**src/design/lan_host_pkg.sv**
```systemverilog
// Constants and types for the host bus port
package lan_host_pkg;
   localparam logic [3:0] REG_CMD = 4'h0;
   localparam logic [3:0] REG_ISR = 4'h7;
   localparam logic [3:0] REG_REMOTE_LO = 4'h8;
   localparam logic [3:0] REG_REMOTE_HI = 4'h9;
   localparam logic [3:0] REG_TCR = 4'hD;
   localparam logic [3:0] REG_DCR = 4'hE;
   localparam logic [3:0] REG_IMR = 4'hF;
   localparam int CMD_STOP_BIT = 0;
   localparam int CMD_START_BIT = 1;
   localparam int DCR_LONG_ADDR_BIT = 3;
   localparam int ISR_RX_BIT = 0;
   localparam int ISR_TX_BIT = 1;
   localparam int ISR_DMA_BIT = 6;
   localparam logic [7:0] CMD_RST = 8'h01;
   localparam logic [7:0] IMR_RST = 8'h00;
   localparam logic [7:0] DCR_RST = 8'h00;
   localparam logic [7:0] TCR_RST = 8'h00;
   localparam logic [7:0] ISR_RST = 8'h00;
   localparam logic [7:0] RSAR_RST = 8'h00;
   localparam int RESET_MAX_CYC = 10;
   localparam int BUF_DEPTH = 2;
   typedef struct packed {
      logic [3:0] addr;
      logic [7:0] data;
   } reg_wr_t;
   typedef enum logic [1:0] {
      S_IDLE = 2'b00,
      S_SYNC = 2'b01,
      S_ACK = 2'b10
   } slv_st_t;
   typedef enum logic [2:0] {
      D_IDLE = 3'b000,
      D_T1 = 3'b001,
      D_T2 = 3'b010,
      D_T3 = 3'b011,
      D_TW = 3'b100,
      D_T4 = 3'b101
   } dma_st_t;
   typedef enum logic [1:0] {
      K_LOCAL = 2'b00,
      K_RWR = 2'b01,
      K_RRD = 2'b10
   } dma_kind_t;
endpackage : lan_host_pkg

```
**src/design/lan_host_port.sv**
```systemverilog
// Host bus port: slave registers, DMA arbitration, remote latch handshake
// Operation
// RULE1 - Slave write stores bus data in register
// RULE2 - Slave read returns selected register contents
// RULE3 - Acknowledge held off until access synchronised
// RULE4 - Register select ignored while chip select high
// RULE5 - Port read enabled during remote write cycle
// RULE6 - Write acknowledge starts local memory write
// RULE7 - Events interrupt; status write clears them
// RULE8 - Each interrupt source maskable
// RULE9 - Reset stops traffic until start bit
// RULE10 - Reset initialises command, mask, config registers
// RULE11 - Reset completes within ten bus clocks
// RULE12 - Bus request raised when FIFO needs service
// RULE13 - No master cycle before bus grant
// RULE14 - Permanent grant tie deadlocks; loop request instead
// RULE15 - Long address mode strobes upper address
// RULE16 - Upper strobe floats until bus grant
// RULE17 - Short mode pin is port request
// RULE18 - Shared pin floats until config programmed
// RULE19 - Ready high at t3 extends cycle
// RULE20 - Chip select qualifies whole slave access
// RULE21 - Memory cycle is t1 to t4
// RULE22 - Read acknowledge starts latch refill read
// RULE23 - Acknowledge released when strobe removed
`timescale 1ns/1ps
`default_nettype none
module lan_host_port (
   input wire logic CLK,
   input wire logic RST_N,
   input wire logic CE,
   input wire logic CS_N,
   input wire logic SLAVE_WRITE_STROBE_N,
   input wire logic SLAVE_READ_STROBE_N,
   input wire logic [3:0] REGISTER_SELECT,
   input wire logic [7:0] AD_IN,
   output logic [7:0] AD_OUT,
   output logic AD_OE,
   output logic ACK_N,
   input wire logic EV_RX,
   input wire logic EV_TX,
   input wire logic EV_DMA,
   output logic INT,
   output logic TXRX_ENABLE,
   input wire logic FIFO_REQ,
   input wire logic REMOTE_ACTIVE,
   output logic BUS_REQUEST,
   input wire logic BACK,
   input wire logic READY,
   input wire logic LATCH_WRITE_ACK,
   input wire logic LATCH_READ_ACK,
   output logic PORT_READ_ENABLE,
   output logic SHARED_PIN_O,
   output logic SHARED_PIN_OE,
   output logic [15:0] UPPER_ADDR,
   output logic [1:0] DMA_KIND,
   output logic DMA_DONE
);
   lan_host_pkg::slv_st_t slv_q, slv_d;
   lan_host_pkg::dma_st_t dma_q, dma_d;
   lan_host_pkg::dma_kind_t kind_q, kind_d;
   lan_host_pkg::reg_wr_t acc_q, buf_q [lan_host_pkg::BUF_DEPTH];
   logic rd_q;
   logic [7:0] cmd_q, isr_q, imr_q, dcr_q, tcr_q, remote_lo_q, remote_hi_q;
   logic [7:0] isr_d, isr_clr, isr_set;
   logic dcr_prog_q;
   logic wr_pend_q, rd_pend_q;
   logic wptr_q, rptr_q;
   logic [1:0] cnt_q;

   function automatic logic [7:0] rd_mux(input logic [3:0] sel,
      input logic [7:0] c, i, m, d, t, r0, r1);
      logic [7:0] v;
      v = 8'h00;
      unique case (sel)
         lan_host_pkg::REG_CMD: v = c;
         lan_host_pkg::REG_ISR: v = i;
         lan_host_pkg::REG_IMR: v = m;
         lan_host_pkg::REG_DCR: v = d;
         lan_host_pkg::REG_TCR: v = t;
         lan_host_pkg::REG_REMOTE_LO: v = r0;
         lan_host_pkg::REG_REMOTE_HI: v = r1;
         default: v = 8'h00;
      endcase
      return v;
   endfunction : rd_mux

   // Slave access decode
   wire strobe_on = !SLAVE_WRITE_STROBE_N || !SLAVE_READ_STROBE_N;
   wire acc_start = !CS_N && strobe_on; // [RULE4] [RULE20]
   wire acc_end = CS_N || !strobe_on; // [RULE20]
   wire buf_rdy = cnt_q != 2'd2;
   // Aborted writes must not reach the buffer
   wire push = slv_q == lan_host_pkg::S_SYNC && !rd_q && buf_rdy
      && !acc_end; // [RULE1] [RULE20]
   // Reads wait for queued writes so they never see stale data
   wire rd_go = slv_q == lan_host_pkg::S_SYNC && rd_q && cnt_q == 2'd0;
   // Register port busy while DMA engine owns the address registers
   wire pop_rdy = dma_q == lan_host_pkg::D_IDLE;
   wire pop = cnt_q != 2'd0 && pop_rdy;
   lan_host_pkg::reg_wr_t head;
   assign head = buf_q[rptr_q];
   wire wr_cmd = pop && head.addr == lan_host_pkg::REG_CMD;
   wire wr_isr = pop && head.addr == lan_host_pkg::REG_ISR;
   wire wr_imr = pop && head.addr == lan_host_pkg::REG_IMR;
   wire wr_dcr = pop && head.addr == lan_host_pkg::REG_DCR;
   wire wr_tcr = pop && head.addr == lan_host_pkg::REG_TCR;
   wire wr_rlo = pop && head.addr == lan_host_pkg::REG_REMOTE_LO;
   wire wr_rhi = pop && head.addr == lan_host_pkg::REG_REMOTE_HI;
   wire [7:0] rd_val = rd_mux(acc_q.addr, cmd_q, isr_q, imr_q, dcr_q,
      tcr_q, remote_lo_q, remote_hi_q); // [RULE2]
   wire start_on = cmd_q[lan_host_pkg::CMD_START_BIT];
   wire long_addr = dcr_q[lan_host_pkg::DCR_LONG_ADDR_BIT];

   // Interrupt status: set wins over clear
   always_comb begin
      isr_set = 8'h00;
      isr_set[lan_host_pkg::ISR_RX_BIT] = EV_RX;
      isr_set[lan_host_pkg::ISR_TX_BIT] = EV_TX;
      isr_set[lan_host_pkg::ISR_DMA_BIT] = EV_DMA;
      isr_clr = wr_isr ? head.data : 8'h00;
      isr_d = (isr_q & ~isr_clr) | isr_set; // [RULE7]
   end
   wire [7:0] imr_d = wr_imr ? head.data : imr_q;
   wire int_d = |(isr_d & imr_d); // [RULE8]

   // Slave state machine
   always_comb begin
      slv_d = slv_q;
      unique case (slv_q)
         lan_host_pkg::S_IDLE: if (acc_start) slv_d = lan_host_pkg::S_SYNC;
         lan_host_pkg::S_SYNC: begin
            if (acc_end) slv_d = lan_host_pkg::S_IDLE;
            else if (push || rd_go) slv_d = lan_host_pkg::S_ACK; // [RULE3]
         end
         lan_host_pkg::S_ACK: if (acc_end) slv_d = lan_host_pkg::S_IDLE;
         default: slv_d = lan_host_pkg::S_IDLE;
      endcase
   end

   // DMA pending work and cycle sequencing
   wire any_pend = FIFO_REQ || wr_pend_q || rd_pend_q;
   wire dma_end = dma_q == lan_host_pkg::D_T4;
   always_comb begin
      dma_d = dma_q;
      kind_d = kind_q;
      unique case (dma_q)
         lan_host_pkg::D_IDLE: begin
            if (BUS_REQUEST && BACK && any_pend) begin // [RULE13]
               dma_d = lan_host_pkg::D_T1;
               if (wr_pend_q) kind_d = lan_host_pkg::K_RWR;
               else if (rd_pend_q) kind_d = lan_host_pkg::K_RRD;
               else kind_d = lan_host_pkg::K_LOCAL;
            end
         end
         lan_host_pkg::D_T1: dma_d = lan_host_pkg::D_T2; // [RULE21]
         lan_host_pkg::D_T2: dma_d = lan_host_pkg::D_T3;
         lan_host_pkg::D_T3, lan_host_pkg::D_TW:
            dma_d = READY ? lan_host_pkg::D_TW : lan_host_pkg::D_T4; // [RULE19]
         lan_host_pkg::D_T4: dma_d = lan_host_pkg::D_IDLE;
         default: dma_d = lan_host_pkg::D_IDLE;
      endcase
   end
   wire in_data = dma_d == lan_host_pkg::D_T2 || dma_d == lan_host_pkg::D_T3
      || dma_d == lan_host_pkg::D_TW || dma_d == lan_host_pkg::D_T4;
   wire port_rd_d = in_data && kind_d == lan_host_pkg::K_RWR; // [RULE5]
   // Request drops when work runs out, so a looped grant releases
   wire req_d = start_on && (any_pend
      || dma_q != lan_host_pkg::D_IDLE); // [RULE9] [RULE12] [RULE14]
   wire port_req_d = REMOTE_ACTIVE && !wr_pend_q && !rd_pend_q
      && dma_q == lan_host_pkg::D_IDLE; // [RULE17]
   wire ads_d = dma_d == lan_host_pkg::D_T1 && BACK; // [RULE15]
   wire pin_d = long_addr ? ads_d : port_req_d;
   wire pin_oe_d = dcr_prog_q && (!long_addr || BACK); // [RULE16] [RULE18]

   // Two-entry write buffer
   always_ff @(posedge CLK or negedge RST_N) begin
      if (!RST_N) begin
         wptr_q <= 1'b0;
         rptr_q <= 1'b0;
         cnt_q <= 2'd0;
      end else if (CE) begin
         if (push) wptr_q <= !wptr_q;
         if (pop) rptr_q <= !rptr_q;
         cnt_q <= cnt_q + {1'b0, push} - {1'b0, pop};
      end
   end
   always_ff @(posedge CLK) begin
      if (CE && push) buf_q[wptr_q] <= acc_q;
   end

   // Access capture; address ignored unless selected
   always_ff @(posedge CLK or negedge RST_N) begin
      if (!RST_N) begin
         slv_q <= lan_host_pkg::S_IDLE;
         acc_q <= '0;
         rd_q <= 1'b0;
      end else if (CE) begin
         slv_q <= slv_d;
         if (slv_q == lan_host_pkg::S_IDLE && acc_start) begin // [RULE4]
            acc_q.addr <= REGISTER_SELECT;
            acc_q.data <= AD_IN;
            rd_q <= !SLAVE_READ_STROBE_N;
         end
      end
   end

   // Register file; async reset finishes well inside ten clocks
   always_ff @(posedge CLK or negedge RST_N) begin
      if (!RST_N) begin // [RULE10] [RULE11]
         cmd_q <= lan_host_pkg::CMD_RST;
         isr_q <= lan_host_pkg::ISR_RST;
         imr_q <= lan_host_pkg::IMR_RST;
         dcr_q <= lan_host_pkg::DCR_RST;
         tcr_q <= lan_host_pkg::TCR_RST;
         remote_lo_q <= lan_host_pkg::RSAR_RST;
         remote_hi_q <= lan_host_pkg::RSAR_RST;
         dcr_prog_q <= 1'b0;
      end else if (CE) begin
         isr_q <= isr_d;
         imr_q <= imr_d;
         if (wr_cmd) cmd_q <= head.data; // [RULE1] [RULE9]
         if (wr_dcr) dcr_q <= head.data;
         if (wr_dcr) dcr_prog_q <= 1'b1; // [RULE18]
         if (wr_tcr) tcr_q <= head.data;
         if (wr_rlo) remote_lo_q <= head.data;
         if (wr_rhi) remote_hi_q <= head.data;
      end
   end

   // DMA state and latch handshakes; set wins over clear
   always_ff @(posedge CLK or negedge RST_N) begin
      if (!RST_N) begin
         dma_q <= lan_host_pkg::D_IDLE;
         kind_q <= lan_host_pkg::K_LOCAL;
         wr_pend_q <= 1'b0;
         rd_pend_q <= 1'b0;
      end else if (CE) begin
         dma_q <= dma_d;
         kind_q <= kind_d;
         if (LATCH_WRITE_ACK) wr_pend_q <= 1'b1; // [RULE6]
         else if (dma_end && kind_q == lan_host_pkg::K_RWR)
            wr_pend_q <= 1'b0;
         if (LATCH_READ_ACK) rd_pend_q <= 1'b1; // [RULE22]
         else if (dma_end && kind_q == lan_host_pkg::K_RRD)
            rd_pend_q <= 1'b0;
      end
   end

   // Registered outputs
   always_ff @(posedge CLK or negedge RST_N) begin
      if (!RST_N) begin
         AD_OUT <= 8'h00;
         AD_OE <= 1'b0;
         ACK_N <= 1'b1;
         INT <= 1'b0;
         TXRX_ENABLE <= 1'b0;
         BUS_REQUEST <= 1'b0;
         PORT_READ_ENABLE <= 1'b0;
         SHARED_PIN_O <= 1'b0;
         SHARED_PIN_OE <= 1'b0;
         UPPER_ADDR <= 16'h0000;
         DMA_KIND <= 2'b00;
         DMA_DONE <= 1'b0;
      end else if (CE) begin
         if (rd_go && !acc_end) AD_OUT <= rd_val; // [RULE2]
         AD_OE <= slv_d == lan_host_pkg::S_ACK && rd_q;
         ACK_N <= slv_d != lan_host_pkg::S_ACK; // [RULE3] [RULE23]
         INT <= int_d; // [RULE7] [RULE8]
         TXRX_ENABLE <= wr_cmd ? head.data[lan_host_pkg::CMD_START_BIT]
            : start_on; // [RULE9]
         BUS_REQUEST <= req_d; // [RULE12]
         PORT_READ_ENABLE <= port_rd_d; // [RULE5]
         SHARED_PIN_O <= pin_d; // [RULE15] [RULE17]
         SHARED_PIN_OE <= pin_oe_d; // [RULE16] [RULE18]
         UPPER_ADDR <= {remote_hi_q, remote_lo_q}; // [RULE15]
         DMA_KIND <= kind_d;
         DMA_DONE <= dma_end;
      end
   end

   AST_ACK_WAIT: assert property (@(posedge CLK) disable iff (!RST_N)
      CE && slv_q == lan_host_pkg::S_IDLE && acc_start |=> ACK_N) // [RULE3]
      else $error("ack granted before sync");
   AST_READ_GRANT: assert property (@(posedge CLK) disable iff (!RST_N)
      CE && rd_go && !acc_end |=> !ACK_N && AD_OE && AD_OUT == $past(rd_val))
      else $error("read not granted with data"); // [RULE2]
   AST_ACK_RELEASE: assert property (@(posedge CLK) disable iff (!RST_N)
      CE && slv_q == lan_host_pkg::S_ACK && acc_end |=> ACK_N) // [RULE23]
      else $error("ack not released");
   AST_CS_IGNORE: assert property (@(posedge CLK) disable iff (!RST_N)
      CE && CS_N && slv_q == lan_host_pkg::S_IDLE
      |=> slv_q == lan_host_pkg::S_IDLE && $stable(acc_q)) // [RULE4]
      else $error("access taken without chip select");
   AST_IMR_STORE: assert property (@(posedge CLK) disable iff (!RST_N)
      CE && wr_imr |=> imr_q == $past(head.data)) // [RULE1]
      else $error("mask write lost");
   AST_MASKED: assert property (@(posedge CLK) disable iff (!RST_N)
      imr_q == 8'h00 |-> !INT) // [RULE8]
      else $error("masked interrupt seen");
   AST_ISR_CLEAR: assert property (@(posedge CLK) disable iff (!RST_N)
      CE && wr_isr && isr_set == 8'h00
      |=> (isr_q & $past(head.data)) == 8'h00) // [RULE7]
      else $error("status not cleared");
   AST_NO_GRANT: assert property (@(posedge CLK) disable iff (!RST_N)
      CE && dma_q == lan_host_pkg::D_IDLE && !BACK
      |=> dma_q == lan_host_pkg::D_IDLE) // [RULE13]
      else $error("master cycle without grant");
   AST_T_SEQ: assert property (@(posedge CLK) disable iff (!RST_N)
      CE && dma_q == lan_host_pkg::D_T1 && CE
      |=> dma_q == lan_host_pkg::D_T2) // [RULE21]
      else $error("cycle order broken");
   AST_READY_WAIT: assert property (@(posedge CLK) disable iff (!RST_N)
      CE && dma_q == lan_host_pkg::D_T3 && READY
      |=> dma_q == lan_host_pkg::D_TW) // [RULE19]
      else $error("ready ignored");
   AST_PORT_READ: assert property (@(posedge CLK) disable iff (!RST_N)
      kind_q == lan_host_pkg::K_RWR && dma_q == lan_host_pkg::D_T3
      |-> PORT_READ_ENABLE) // [RULE5]
      else $error("port read missing");
   AST_PIN_FLOAT: assert property (@(posedge CLK) disable iff (!RST_N)
      !dcr_prog_q |-> !SHARED_PIN_OE) // [RULE18]
      else $error("shared pin driven early");
   AST_NO_START: assert property (@(posedge CLK) disable iff (!RST_N)
      !start_on && $past(!start_on) |-> !BUS_REQUEST) // [RULE9]
      else $error("request while stopped");
   COV_READ: cover property (@(posedge CLK) rd_go ##1 !ACK_N);
   COV_WAIT: cover property (@(posedge CLK)
      dma_q == lan_host_pkg::D_T3 ##1 dma_q == lan_host_pkg::D_TW);
   COV_FULL: cover property (@(posedge CLK) cnt_q == 2'd2);
   COV_RWR: cover property (@(posedge CLK) PORT_READ_ENABLE ##1 DMA_DONE);
endmodule : lan_host_port
`default_nettype wire

```
**config.mk**
```make
export PLATFORM = sky130hd
export DESIGN_NAME = lan_host_port
export DESIGN_NICKNAME = d
export VERILOG_FILES = /design/src/design/lan_host_pkg.sv /design/src/design/lan_host_port.sv
export SDC_FILE = /design/constraint.sdc
export NUM_CORES = 1
export LEC_CHECK = 0
export BUFFER_PORTS_ARGS = -buffer_cell sky130_fd_sc_hd__buf_2
export CAP_MARGIN = 40
export CORE_MARGIN = 10
export CORE_UTILIZATION = 50
export DETAILED_ROUTE_END_ITERATION = 16
export MAX_ROUTING_LAYER = met4
export PLACE_DENSITY = 0.69
export SYNTH_ARGS = -nofsm -noshare
export SYNTH_HDL_FRONTEND = slang
export SYNTH_SLANG_ARGS = --single-unit
```
**constraint.sdc**
```tcl
create_clock -name CLK -period 2.73 [get_ports CLK]
set_input_delay 0 -clock CLK [delete_from_list [all_inputs] [get_ports CLK]]
set_output_delay 0 -clock CLK [all_outputs]
set_load 0.05 [all_outputs]
```
### Word-level counts from Yosys, hierarchy flattened

Memory sizes are Yosys's and may differ from the RTL's.
Cells that the tools add are included.

* $add $sub $neg: 2
* eq/ne operators: 30
* mux-type cells: 23
* bitwise gates (word level): 4
* reduce and logical (&&, ||, !) cells: 72

Operators by type and width (count)
* $pmux 8 s7: 1
* $eq 4x4->1 const B: 10
* $logic_and 1x1->1: 29
* $reduce_and 2->1: 11
* $and 8x8->8: 2
* $mux 2: 8
* $mux 8: 2
* $eq 3x2->1 const B: 4
* $eq 3x3->1 const B: 4
* $pmux 3 s4: 1
* $logic_not 1->1: 11
* $logic_or 1x1->1: 10
* $mux 1: 9
* $eq 4x3->1 const B: 2
* $logic_not 4->1: 2
* $not 8->8: 1
* $or 8x7->8: 1
* $reduce_or 8->1: 1
* $eq 2x1->1 const B: 3
* $eq 2x2->1 const B: 3
* $eq 3x1->1 const B: 2
* $pmux 2 s3: 1
* $reduce_bool 2->1: 3
* $logic_not 2->1: 2
* other kinds (7): 8

* flip-flop bits (word level): 116
* bits in writable memories: 24
* bits of input ports: 27
* output and inout port bits: 35
* word-level logic and storage cells: 162
* memories: 1

Memories
* buf_q: words 2, bits a word 12, read ports 1, clocked after memory_dff 0, wr ports 1, line lan_host_port.sv:62 `lan_host_pkg::reg_wr_t acc_q, buf_q [lan_host_pkg::BUF_DEPTH];`

### Depth between registers and ports, before layout

Gate-level depths: netlist of run 1.

* depth after elaboration: 12
* mapped depth: 10
* depth with buffers taken out: 10

### Worst setup path before layout of run 1

Ideal clock, no wire load.

* path type: reg2reg
* from: reg cnt_q[0]
* to: mem buf_q[0][0] (netlist bit) (enable)
* setup time: 0.380 ns
* arrival time: 1.662 ns
* data required time: 2.350 ns
* path slack: 0.688 ns
* cell stages (with the launch flop): 6
* buffers on the path: 0
* clock period less this slack: 2.042 ns
* cells stage by stage: dfrtp_1 > inv_1 > a211o_1 > nor3b_1 > nand2_1 > nor2_1

* longest elaborated chain between the ends: 6

Ends and longest elaborated chain
* from (decl): line lan_host_port.sv:69 `logic [1:0] cnt_q;`
* from (signal assigned): line lan_host_port.sv:185 `cnt_q <= cnt_q + {1'b0, push} - {1'b0, pop};`
* $ne 2x2->1: line lan_host_port.sv:92 `wire buf_rdy = cnt_q != 2'd2;`
* $logic_and 1x1->1: line lan_host_port.sv:94 `wire push = slv_q == lan_host_pkg::S_SYNC && !rd_q && buf_rdy`
* $logic_and 1x1->1: line lan_host_port.sv:95 `&& !acc_end;`
* $logic_and 1x1->1: line lan_host_port.sv:189 `if (CE && push) buf_q[wptr_q] <= acc_q;`
* $mux 1: line lan_host_port.sv:189
* $mux 1 (implied by the code): line lan_host_port.sv:189
* to (decl): line lan_host_port.sv:62

No other way between the ends.

### Worst setup path in the final report of run 1

* from: reg dma_q[2]
* to: reg INT

* longest elaborated chain between the ends: 9
* elaborated cells between the ends (all ways): 11
* classes of those cells: 2 x mux; 4 x bitwise; 5 x reduce/logical

Ends and longest elaborated chain
* from (decl): line lan_host_port.sv:60 `lan_host_pkg::dma_st_t dma_q, dma_d;`
* from (signal assigned): line lan_host_port.sv:234 `dma_q <= lan_host_pkg::D_IDLE;`
* from (signal assigned): line lan_host_port.sv:239 `dma_q <= dma_d;`
* $logic_not 3->1 (*): line lan_host_port.sv:99 `wire pop_rdy = dma_q == lan_host_pkg::D_IDLE;`
* $logic_and 1x1->1 (*): line lan_host_port.sv:100 `wire pop = cnt_q != 2'd0 && pop_rdy;`
* $logic_and 1x1->1: line lan_host_port.sv:104 `wire wr_isr = pop && head.addr == lan_host_pkg::REG_ISR;`
* $mux 8: line lan_host_port.sv:121 `isr_clr = wr_isr ? head.data : 8'h00;`
* $not 8->8: line lan_host_port.sv:122 `isr_d = (isr_q & ~isr_clr) | isr_set;`
* $and 8x8->8: line lan_host_port.sv:122
* $or 8x7->8: line lan_host_port.sv:122
* $and 8x8->8 (*): line lan_host_port.sv:125 `wire int_d = |(isr_d & imr_d);`
* $reduce_or 8->1 (*): line lan_host_port.sv:125
* to (signal assigned): line lan_host_port.sv:269 `INT <= int_d;`
* to (decl): line lan_host_port.sv:43 `output logic INT,`

Mark *: on every way between the ends. The rest lies on a longest branch, timed or not.
A chain may end at the register's enable or synchronous reset.

==> metrics.txt, run 1 <==
ANT cells 0; post-synthesis sequential area ratio 58.5%; Final setup viols 0; synth top area cells dfrtp_1 (46%), edfxtp_1 (12%), mux2_2 (6.9%); placed inst area 6740 µm²; Tcrit/Tclk final 88.2%; routed wire length per instance 18.8 µm; # Max-Cap Violations 0; io pins 62; CTS sink cnt 140; Finished Core Util 62.8%; #FFs+latches synth 140; H-Tree Depth 4; Setup TNS Final 0 ns; RSZ-0062 raised after global routing no; Initial Util 51.4%; min Tclk post-route 2.41 ns; DR pass1 iterations 5; Slew headroom 45.1%; Total GRT Usage 18.5%; HP Class input pin to flop; average footprint of a synthesized cell 11.3 µm²; Port Buf Inserts 61; Clk Latency, worst-skew pair 0.43 ns; # DRC 0; first-pass GRT wire length 24800 µm; Final Skew 0.00574 ns; routability-driven placement congestion ratio 0.873; crit path launch type flop; Die Area 17200 µm²; Main synth FF type dfrtp_1; Layout area overhead 22.1%; number of fill cells in the layout 920; Power, Total 8000 µW; fin. max-slew vios 0; Worst Max-Slew Pin Slew 0.800 ns; maximum clock path buffer count 2; syn nets 576; Post-Route WL 15500 µm; Netlist cell types 62; yosys synthesis warning count 0; critical path arrival 2.71 ns; Via density 5.66; top cell type's share of synthesized area 46.0%; Core Area 12100 µm²; Cells after Synth 547; Multi-input gate area 2350 µm²; NumNets Final 673; clk slew on worst S/H paths 0.06 ns; Non-Filler Cell Area, Final 7570 µm²; Max IR drop VDD 0.000794 V; cts repair resizes 0; pin count of the biggest net entering global routing 57; Fin. Hold Viols 0; storage element area 3630 µm²; post-detail-place hpwl 10600 µm; Post-synth EDFFs 24; ys async rst share 82.9%; Crit Path Category flop to flop; share of cells above drive strength 1 25.9%; CTS buffer count 17; Layout Cells excl Fill 824; Routed Antenna Nets 0; CTS tree built; critical-path maximum fanout 15; antenna violations before repair 0; DR vias 4665; number of instances in the placed design 770; vias in the first global route 4704; Mapped Area 6200 µm²; PD cells 1060 nW/µm²; row cnt 40; Pleak 0.00338 µW; Root Buffer clkbuf_16; GR Overflow Total 0; Chip Width 131 µm; post-synth top area cell dfrtp_1; Die H 131 µm; max frequency 0.415 GHz; CP endpoint kind flop; initial drt markers 419; outcome completed; Worst EP required 3.03 ns
path summary, 6_finish.rpt:
kind | start | endpoint | slack (ns) | cells after the start
setup / recovery | dma_q[2] | INT | 0.32 | 6
hold / removal | CS_N | ACK_N | 0.03 | 5
setup reg to reg | dma_q[2] | INT | 0.32 | 6
hold reg to reg | acc_q[0] | buf_q[1][0] | 0.47 | 0
max in group asynchronous | RST_N | UPPER_ADDR[6] | 1.70 | 3
min in group asynchronous | RST_N | wr_pend_q | 0.16 | 2
worst max-delay path: stages (launching register included):
cell,delay [ns]
dfrtp_1,0.48
or3_4,0.48
a211oi_4,0.48
and2_2,0.37
nand2_1,0.09
a32oi_1,0.26
a31oi_1,0.11
routing by layer:
metal	vias up	routed length, µm	GRT usage [%]
met5	-	0	-
met4	0	393	8.10
met3	35	1100	4.69
met2	185	7400	28.4
met1	2259	6600	22.7
li1	2186	-	-
synthesized netlist by cell type (all sizes together) (4+ instances only):
cell    number
nor2        62
dfrtp      114
a22oi       10
a21oi       41
o21ai       34
clkbuf       8
buf         20
nand3       15
a22o        12
nand2       42
a221oi       7
nor3         6
edfxtp      24
a31oi        7
mux2i       18
mux2        38
o21a         5
and3         4
inv         22
where the power goes:
group	leakage, µW	internal, µW	total [µW]	switching, µW
clock	0.000291	1510	2380	871
combinational	0.00139	885	2380	1490
sequential	0.00170	2710	3240	533
total	0.00338	5110	8000	2900
sequential cells by signal (all words and copies together), names as in the netlist, 2 cells and up:
| name | cells |
|---|---|
| isr_q | 8 |
| cmd_q | 8 |
| slv_q | 2 |
| imr_q | 8 |
| acc_q | 12 |
| remote_lo_q | 8 |
| buf_q | 24 |
| AD_OUT | 8 |
| dma_q | 3 |
| DMA_KIND | 2 |
| tcr_q | 8 |
| remote_hi_q | 8 |
| dcr_q | 8 |
| UPPER_ADDR | 16 |
| cnt_q | 2 |
kinds of logic (layout without fill, tap and decap cells):
family / Yosys count / after routing / synth area share (%)
fa+ha+maj: 2 / 2 / 0.404
xor+xnor: 4 / 4 / 0.565
buf+inv: 50 / 159 / 3.69
simple gates: 150 / 150 / 11.3
mux: 56 / 56 / 9.81
flops: 140 / 140 / 58.5
compound gates: 145 / 145 / 15.7
area by class of cell:
| class | instances | share of cell area, % |
|---|---|---|
| sequential | 140 | 47.9 |
| multi-input combinational | 357 | 31.0 |
| clock buffer | 18 | 5.67 |
| timing repair buffer | 106 | 9.24 |
| clock inverter | 13 | 2.31 |
| inverter | 22 | 1.09 |
| tap | 168 | 2.78 |
cell usage in the layout, fill, tap and decap left out, types with 5 or more instances in the layout:
cell type      Yosys  final
a31oi_1            7      7
clkbuf_16          0     17
buf_4              1     22
edfxtp_1          24     24
buf_2             12     60
o21a_1             5      5
nor2_2             5      5
a221oi_1           7      7
nor3_1             6      5
dlygate4sd3_1      0     23
mux2_2            38     38
o21ai_0           33     33
a22o_1            12     12
mux2i_1           18     18
nand2_1           40     40
inv_1             22     22
a21oi_1           41     41
dfrtp_1          114    114
nor2_1            57     57
nand3_1           14     14
a22oi_1           10     10
through the flow:
step | hold WS (ns) | setup slack, ns
after detailed placement | 0.0988 | 0.392
after global placement | 0.0938 | 0.472
final | 0.0294 | 0.322
after global routing | 0.0530 | 0.177
after floorplan | -0.296 | 0.688
after CTS | 0.0265 | 0.381
timing repair:
| action | in CTS | in global routing |
|---|---|---|
| hold endpoints to repair | 74 | 0 |
| hold buffers | 23 | 0 |
| buffers inserted | 0 | 0 |
| endpoints found under the setup margin | 0 | 0 |
(Power assumes the default switching activity.)
==> inputs of run 2 (changes only) <==
--- a/config.mk
+++ b/config.mk
@@ -11,7 +11,7 @@
 export CORE_UTILIZATION = 50
 export DETAILED_ROUTE_END_ITERATION = 16
 export MAX_ROUTING_LAYER = met4
-export PLACE_DENSITY = 0.69
+export PLACE_DENSITY = 0.72
 export SYNTH_ARGS = -nofsm -noshare
 export SYNTH_HDL_FRONTEND = slang
 export SYNTH_SLANG_ARGS = --single-unit
==> constraint.sdc (replaced) <==
create_clock -name CLK -period 2 [get_ports CLK]
set_input_delay 0 -clock CLK [delete_from_list [all_inputs] [get_ports CLK]]
set_output_delay 0 -clock CLK [all_outputs]
set_load 0.05 [all_outputs]
==> run 2 against run 1 <==
- sequential share of layout area is 2.5 points lower
- clock skew up 0.0091 ns
- first-iteration DRC count fell by 20%
- final cell count grew 4.5%
- flip-flop and latch count did not move
- combinational power grew 62%
- maximum frequency up 21%
- largest cell class unchanged
- clock power is 18% higher
- utilization increased by 3.5 points
- die area unchanged
- register-to-register slack got worse by 0.31 ns
==> metrics.txt, run 2 (same netlist as run 1, synthesis figures left out) <==
routability-driven placement congestion ratio 0.894; critical-path maximum fanout 3; slowest library cell on the worst path dfrtp_1; Tcrit/Tclk final 99.6%; Max IR drop VDD 0.000869 V; Layout area overhead 28.9%; Largest regs buf_q (24), UPPER_ADDR (16), acc_q (12); GR Overflow Total 0; Final Skew 0.0149 ns; worst slack at placement -0.0577 ns; commonest non-fill, non-tap cells in the layout dfrtp_1 (114), buf_2 (60), nor2_1 (55); Pleak 0.00359 µW; most common cell after layout, fill and taps aside dfrtp_1; setup slack after layout 0.00718 ns; Port Buf Inserts 61; outcome completed; crit path launch type flop; # DRC 0; Top reg by flops buf_q; crit path cell chain a211o_1, nor3b_2, inv_1, ha_1, inv_1, ha_1, xor2_1, nand2_1, xnor2_1; CTS sink cnt 140; initial drt markers 336; Buf+Inv Stages, Crit Path 2; Fin. Hold Viols 0; Setup crit end cnt_q[1]; first-pass GRT wire length 25800 µm; Crit path max-delay family adder cells; NumNets Final 709; ANT cells 0; Initial Util 51.4%; number of fill cells in the layout 892; HP Class input pin to flop; r2r setup slk 0.007 ns; Via density 5.60; CP max stage delay 0.41 ns; Worst path depth 9; DR vias 4822; Worst EP required 2.30 ns; antenna violations before repair 0; fin. max-slew vios 0; PD cells 1370 nW/µm²; CTS tree built; pin count of the biggest net entering global routing 42; Chip Width 131 µm; share of cells above drive strength 1 31.3%; Die H 131 µm; DR pass1 iterations 5; storage element area 3630 µm²; Worst Min Path Start CS_N; Routed Antenna Nets 0; Reg2Reg Depth 9; CP startpoint cnt_q[1]; Die Area 17200 µm²; CP endpoint kind flop; critical path arrival 2.29 ns; worst r2r dst cnt_q[1]; Total GRT Usage 19.2%; Final setup viols 0; Post-Route WL 16300 µm; post-detail-place hpwl 11300 µm; maximum clock path buffer count 2; Core Area 12100 µm²; Setup TNS Final 0 ns; row cnt 40; routed wire length per instance 18.9 µm; H-Tree Depth 4; min Tclk post-route 1.99 ns; clk slew on worst S/H paths 0.06 ns; Root Buffer clkbuf_16; Slew headroom 62.8%; WHS 0.0628 ns; Worst Max-Slew Pin Slew 0.552 ns; vias in the first global route 4843; CTS buffer count 17; max frequency 0.502 GHz; # Max-Cap Violations 0; max reg flops 24; Crit Path Category flop to flop; Clk Latency, worst-skew pair 0.42 ns; Multi-input gate area 2430 µm²; io pins 62; RSZ-0062 raised after global routing yes; worst reg2reg startpoint cnt_q[1]
==> run 2: changes by cell type in the layout (fill, tap and decap cells not counted), moves of 3 or more <==
cell,before,now
nand3_1,14,10
buf_12,0,7
nand3_2,1,4
clkbuf_8,0,3
buf_4,22,46
bufinv_16,4,0
clkbuf_1,1,5
==> run 2: tightest hold or removal path: cells and delay by family <==
kind	cells	cell delay (ns)
AO/OA/AOI/OAI	2	0.11
buffers and inverters	1	0.08
AND/OR/NAND/NOR	3	0.26
==> run 2: metrics by stage <==
step	power, µW	utilization (%)	instances	area (µm²)
final	10900	66.2	861	7990
after global routing	11500	66.2	861	7990
after floorplan	6660	-	547	6200
after detailed placement	7950	58.5	799	7050
after global placement	7820	58.4	798	7040
after CTS	10800	64.9	855	7830
==> run 2: per-layer routing <==
| layer | share of wire (%) | GRT usage [%] |
|---|---|---|
| met5 | 0 | - |
| met4 | 1.6 | 6.74 |
| met3 | 4.8 | 4.84 |
| met2 | 48 | 28.9 |
| met1 | 46 | 24.7 |
==> run 2: worst min path at each step <==
stage	slack [ns]	to	cells after the start
2_1_floorplan	-0.30	AD_OE	0
3_3_place_gp	-0.005	DMA_DONE	1
3_5_place_dp	-0.0003	DMA_DONE	1
4_1_cts	0.03	slv_q[0]	6
5_1_grt	0.06	slv_q[0]	6
6_report	0.06	slv_q[0]	6
==> run 2: final cells by class <==
| type | instances | area share (%) |
|---|---|---|
| flip-flops and latches | 140 | 45.4 |
| inverters | 22 | 1.03 |
| multi-input cells | 357 | 30.5 |
| repair buffers | 142 | 13.9 |
| well taps | 168 | 2.63 |
| clock buffers | 25 | 6.08 |
| clock inverters | 7 | 0.501 |
==> run 2: what timing repair did <==
action / 4_1_cts / 5_1_grt
gates cloned: 0 / 2
setup endpoints to repair: 3 / 26
gates resized for setup: 3 / 17
hold buffers: 24 / 0
endpoints found under the hold margin: 97 / 0
pin swaps: 1 / 5
buffers inserted: 0 / 4
==> run 2: power breakdown <==
part           internal [µW]  switching, µW
Sequential              3700            542
Combinational           1510           2340
Clock                   1670           1150
==> inputs of run 3 (changes only) <==
--- a/config.mk
+++ b/config.mk
@@ -7,11 +7,13 @@
 export LEC_CHECK = 0
 export BUFFER_PORTS_ARGS = -buffer_cell sky130_fd_sc_hd__buf_2
 export CAP_MARGIN = 40
+export CELL_PAD_IN_SITES_DETAIL_PLACEMENT = 1
+export CELL_PAD_IN_SITES_GLOBAL_PLACEMENT = 2
 export CORE_MARGIN = 10
-export CORE_UTILIZATION = 50
+export CORE_UTILIZATION = 35
 export DETAILED_ROUTE_END_ITERATION = 16
 export MAX_ROUTING_LAYER = met4
-export PLACE_DENSITY = 0.72
+export PLACE_DENSITY_LB_ADDON = 0.1
 export SYNTH_ARGS = -nofsm -noshare
 export SYNTH_HDL_FRONTEND = slang
 export SYNTH_SLANG_ARGS = --single-unit
==> constraint.sdc (replaced) <==
create_clock -name CLK -period 2 [get_ports CLK]
set_input_delay 0.4 -clock CLK [delete_from_list [all_inputs] [get_ports CLK]]
set_output_delay 0.4 -clock CLK [all_outputs]
set_load 0.05 [all_outputs]
==> run 3 against run 2 <==
- the run now ends with negative setup slack left
- clock power increased by 19%
- setup slack got worse by 0.088 ns
- first-iteration DRC count decreased by 10%
- sequential power about the same
- clock-buffer cell count decreased by 2
- critical path depth decreased by 2
- hold slack improved by 0.15 ns
- global-route usage decreased by 3.2 points
- critical path type unchanged
- critical endpoint is now INT
- largest power group unchanged
==> metrics.txt, run 3 (same netlist as run 1, synthesis figures left out) <==
post-detail-place hpwl 13300 µm; max frequency 0.481 GHz; Core Area 17400 µm²; outcome finished with violations; Routed Antenna Nets 0; # DRC 0; clk slew on worst S/H paths 0.06 ns; worst slack at placement -0.141 ns; violated checks negative setup slack; GR Overflow Total 0; number of fill cells in the layout 1883; P_sw 4130 µW; worst hold stages 2; vias in the first global route 5042; critical-path maximum fanout 5; Initial Util 35.7%; Clk Latency, worst-skew pair 0.42 ns; # Max-Cap Violations 0; slowest library cell on the worst path or3_4; antenna violations before repair 0; r2r setup slk -0.08 ns; number of instances in the placed design 869; maximum clock path buffer count 2; io pins 62; PD cells 1440 nW/µm²; Layout Cells excl Fill 905; CTS sink cnt 140; WHS 0.216 ns; crit path launch type flop; routed wire length per instance 20.0 µm; Chip Width 153 µm; Post-Route WL 18100 µm; Pleak 0.00357 µW; Worst Min Path Start AD_IN[6]; routability-driven placement congestion ratio 0.871; Via density 5.13; pin count of the biggest net entering global routing 41; critical path arrival 2.37 ns; Total GRT Usage 16.0%; Final setup viols 2; Tcrit/Tclk final 104%; fin. max-slew vios 0; NumNets Final 696; row cnt 48; Worst EP required 2.29 ns; worst reg2reg startpoint dma_q[2]; Layout area overhead 28.6%; CTS buffer count 17; Max IR drop VDD 0.000740 V; power share of the clock group 29.2%; RSZ-0062 raised after global routing yes; DR vias 4645; most common cell after layout, fill and taps aside dfrtp_1; Non-Filler Cell Area, Final 7970 µm²; ANT cells 0; Largest regs buf_q (24), UPPER_ADDR (16), acc_q (12); sw frac 36.0%; share of cells above drive strength 1 33.7%; Slew headroom 55.4%; Final Skew 0.0137 ns; CP endpoint kind flop; initial drt markers 302; CP max stage delay 0.41 ns; WHS Endpoint acc_q[6]; Top reg by flops buf_q; Port Buf Inserts 61; Root Buffer clkbuf_16; Fin. Hold Viols 0; crit path cell chain or3_4, a211oi_4, buf_6, nand3_2, o2111a_1, nor4_2, a31oi_1; sequential share of power 37.0%; min Tclk post-route 2.08 ns; first-pass GRT wire length 28900 µm; setup slack after layout -0.0808 ns; Die Area 23400 µm²; Reg2Reg Depth 7; Comb power frac 33.9%; Power Internal 7350 µW; Worst Max-Slew Pin Slew 0.663 ns; HP Class input pin to flop; worst r2r dst INT; H-Tree Depth 4; placed inst area 7230 µm²; Crit Path Category flop to flop; max reg flops 24; Die H 153 µm; DR pass1 iterations 6; commonest non-fill, non-tap cells in the layout dfrtp_1 (114), buf_2 (60), buf_4 (58); Finished Core Util 45.9%; CTS tree built
## run 3: cell count changes in the layout (fill, tap and decap cells not counted), moves of 3 or more
cell / delta
bufinv_16: +3
buf_4: +12
clkinvlp_4: +3
dlygate4sd3_1: -23
clkbuf_1: -3
clkinv_2: -4
## run 3: worst max-delay path by stage
stage / start / to / slack, ns / cells past startpoint
2_1_floorplan: cnt_q[0] / cnt_q[1] / 0.002 / 10
3_3_place_gp: acc_q[9] / AD_OUT[6] / -0.12 / 4
3_5_place_dp: SLAVE_READ_STROBE_N / cnt_q[1] / -0.14 / 10
4_1_cts: cnt_q[0] / cnt_q[1] / -0.03 / 10
5_1_grt: dma_q[2] / INT / -0.18 / 7
6_report: dma_q[2] / INT / -0.08 / 7
## run 3: cell type report
type	count	area, µm²	area share (%)
inverters	22	82.6	1.04
flip-flops and latches	140	3630	45.5
well taps	225	282	3.53
clock inverters	9	133	1.66
multi-input cells	357	2420	30.4
clock buffers	23	499	6.26
repair buffers	129	928	11.6
## run 3: critical path, delay by kind of cell, from the launching register on
| family | cells | cell delay [ns] |
|---|---|---|
| buffers and inverters | 1 | 0.17 |
| DFF | 1 | 0.38 |
| and+or+nand+nor | 3 | 0.78 |
| AOI/OAI and AO/OA | 3 | 0.64 |
## run 3: power by group through the flow
stage / logic (µW) / clock network (µW) / registers, µW
2_1_floorplan: 1830 / 0 / 4830
3_5_place_dp: 3840 / 0 / 4300
6_report: 3890 / 3350 / 4240
3_3_place_gp: 3760 / 0 / 4250
5_1_grt: 4230 / 3590 / 4360
4_1_cts: 3890 / 3430 / 4260
## run 3: timing repair
| item | in CTS | in global routing |
|---|---|---|
| buffers inserted | 1 | 2 |
| gates resized for setup | 6 | 11 |
| pin swaps | 1 | 9 |
| hold buffers | 1 | 0 |
| endpoints found under the setup margin | 4 | 60 |
| hold endpoints to repair | 32 | 0 |
## run 3: metrics by stage
stage	setup TNS [ns]	power (µW)
global placement	-0.621	8010
global route	-0.724	12200
floorplan	0	6660
finish	-0.0880	11500
detailed placement	-0.317	8150
CTS	-0.0510	11600
## run 3: layer usage
layer | track usage (%) | up-vias | part of all wire [%]
met5 | - | - | 0
met4 | 4.54 | 0 | 0.96
met3 | 3.09 | 12 | 2.8
met2 | 24.8 | 74 | 48
met1 | 21.0 | 2330 | 48
li1 | - | 2229 | -
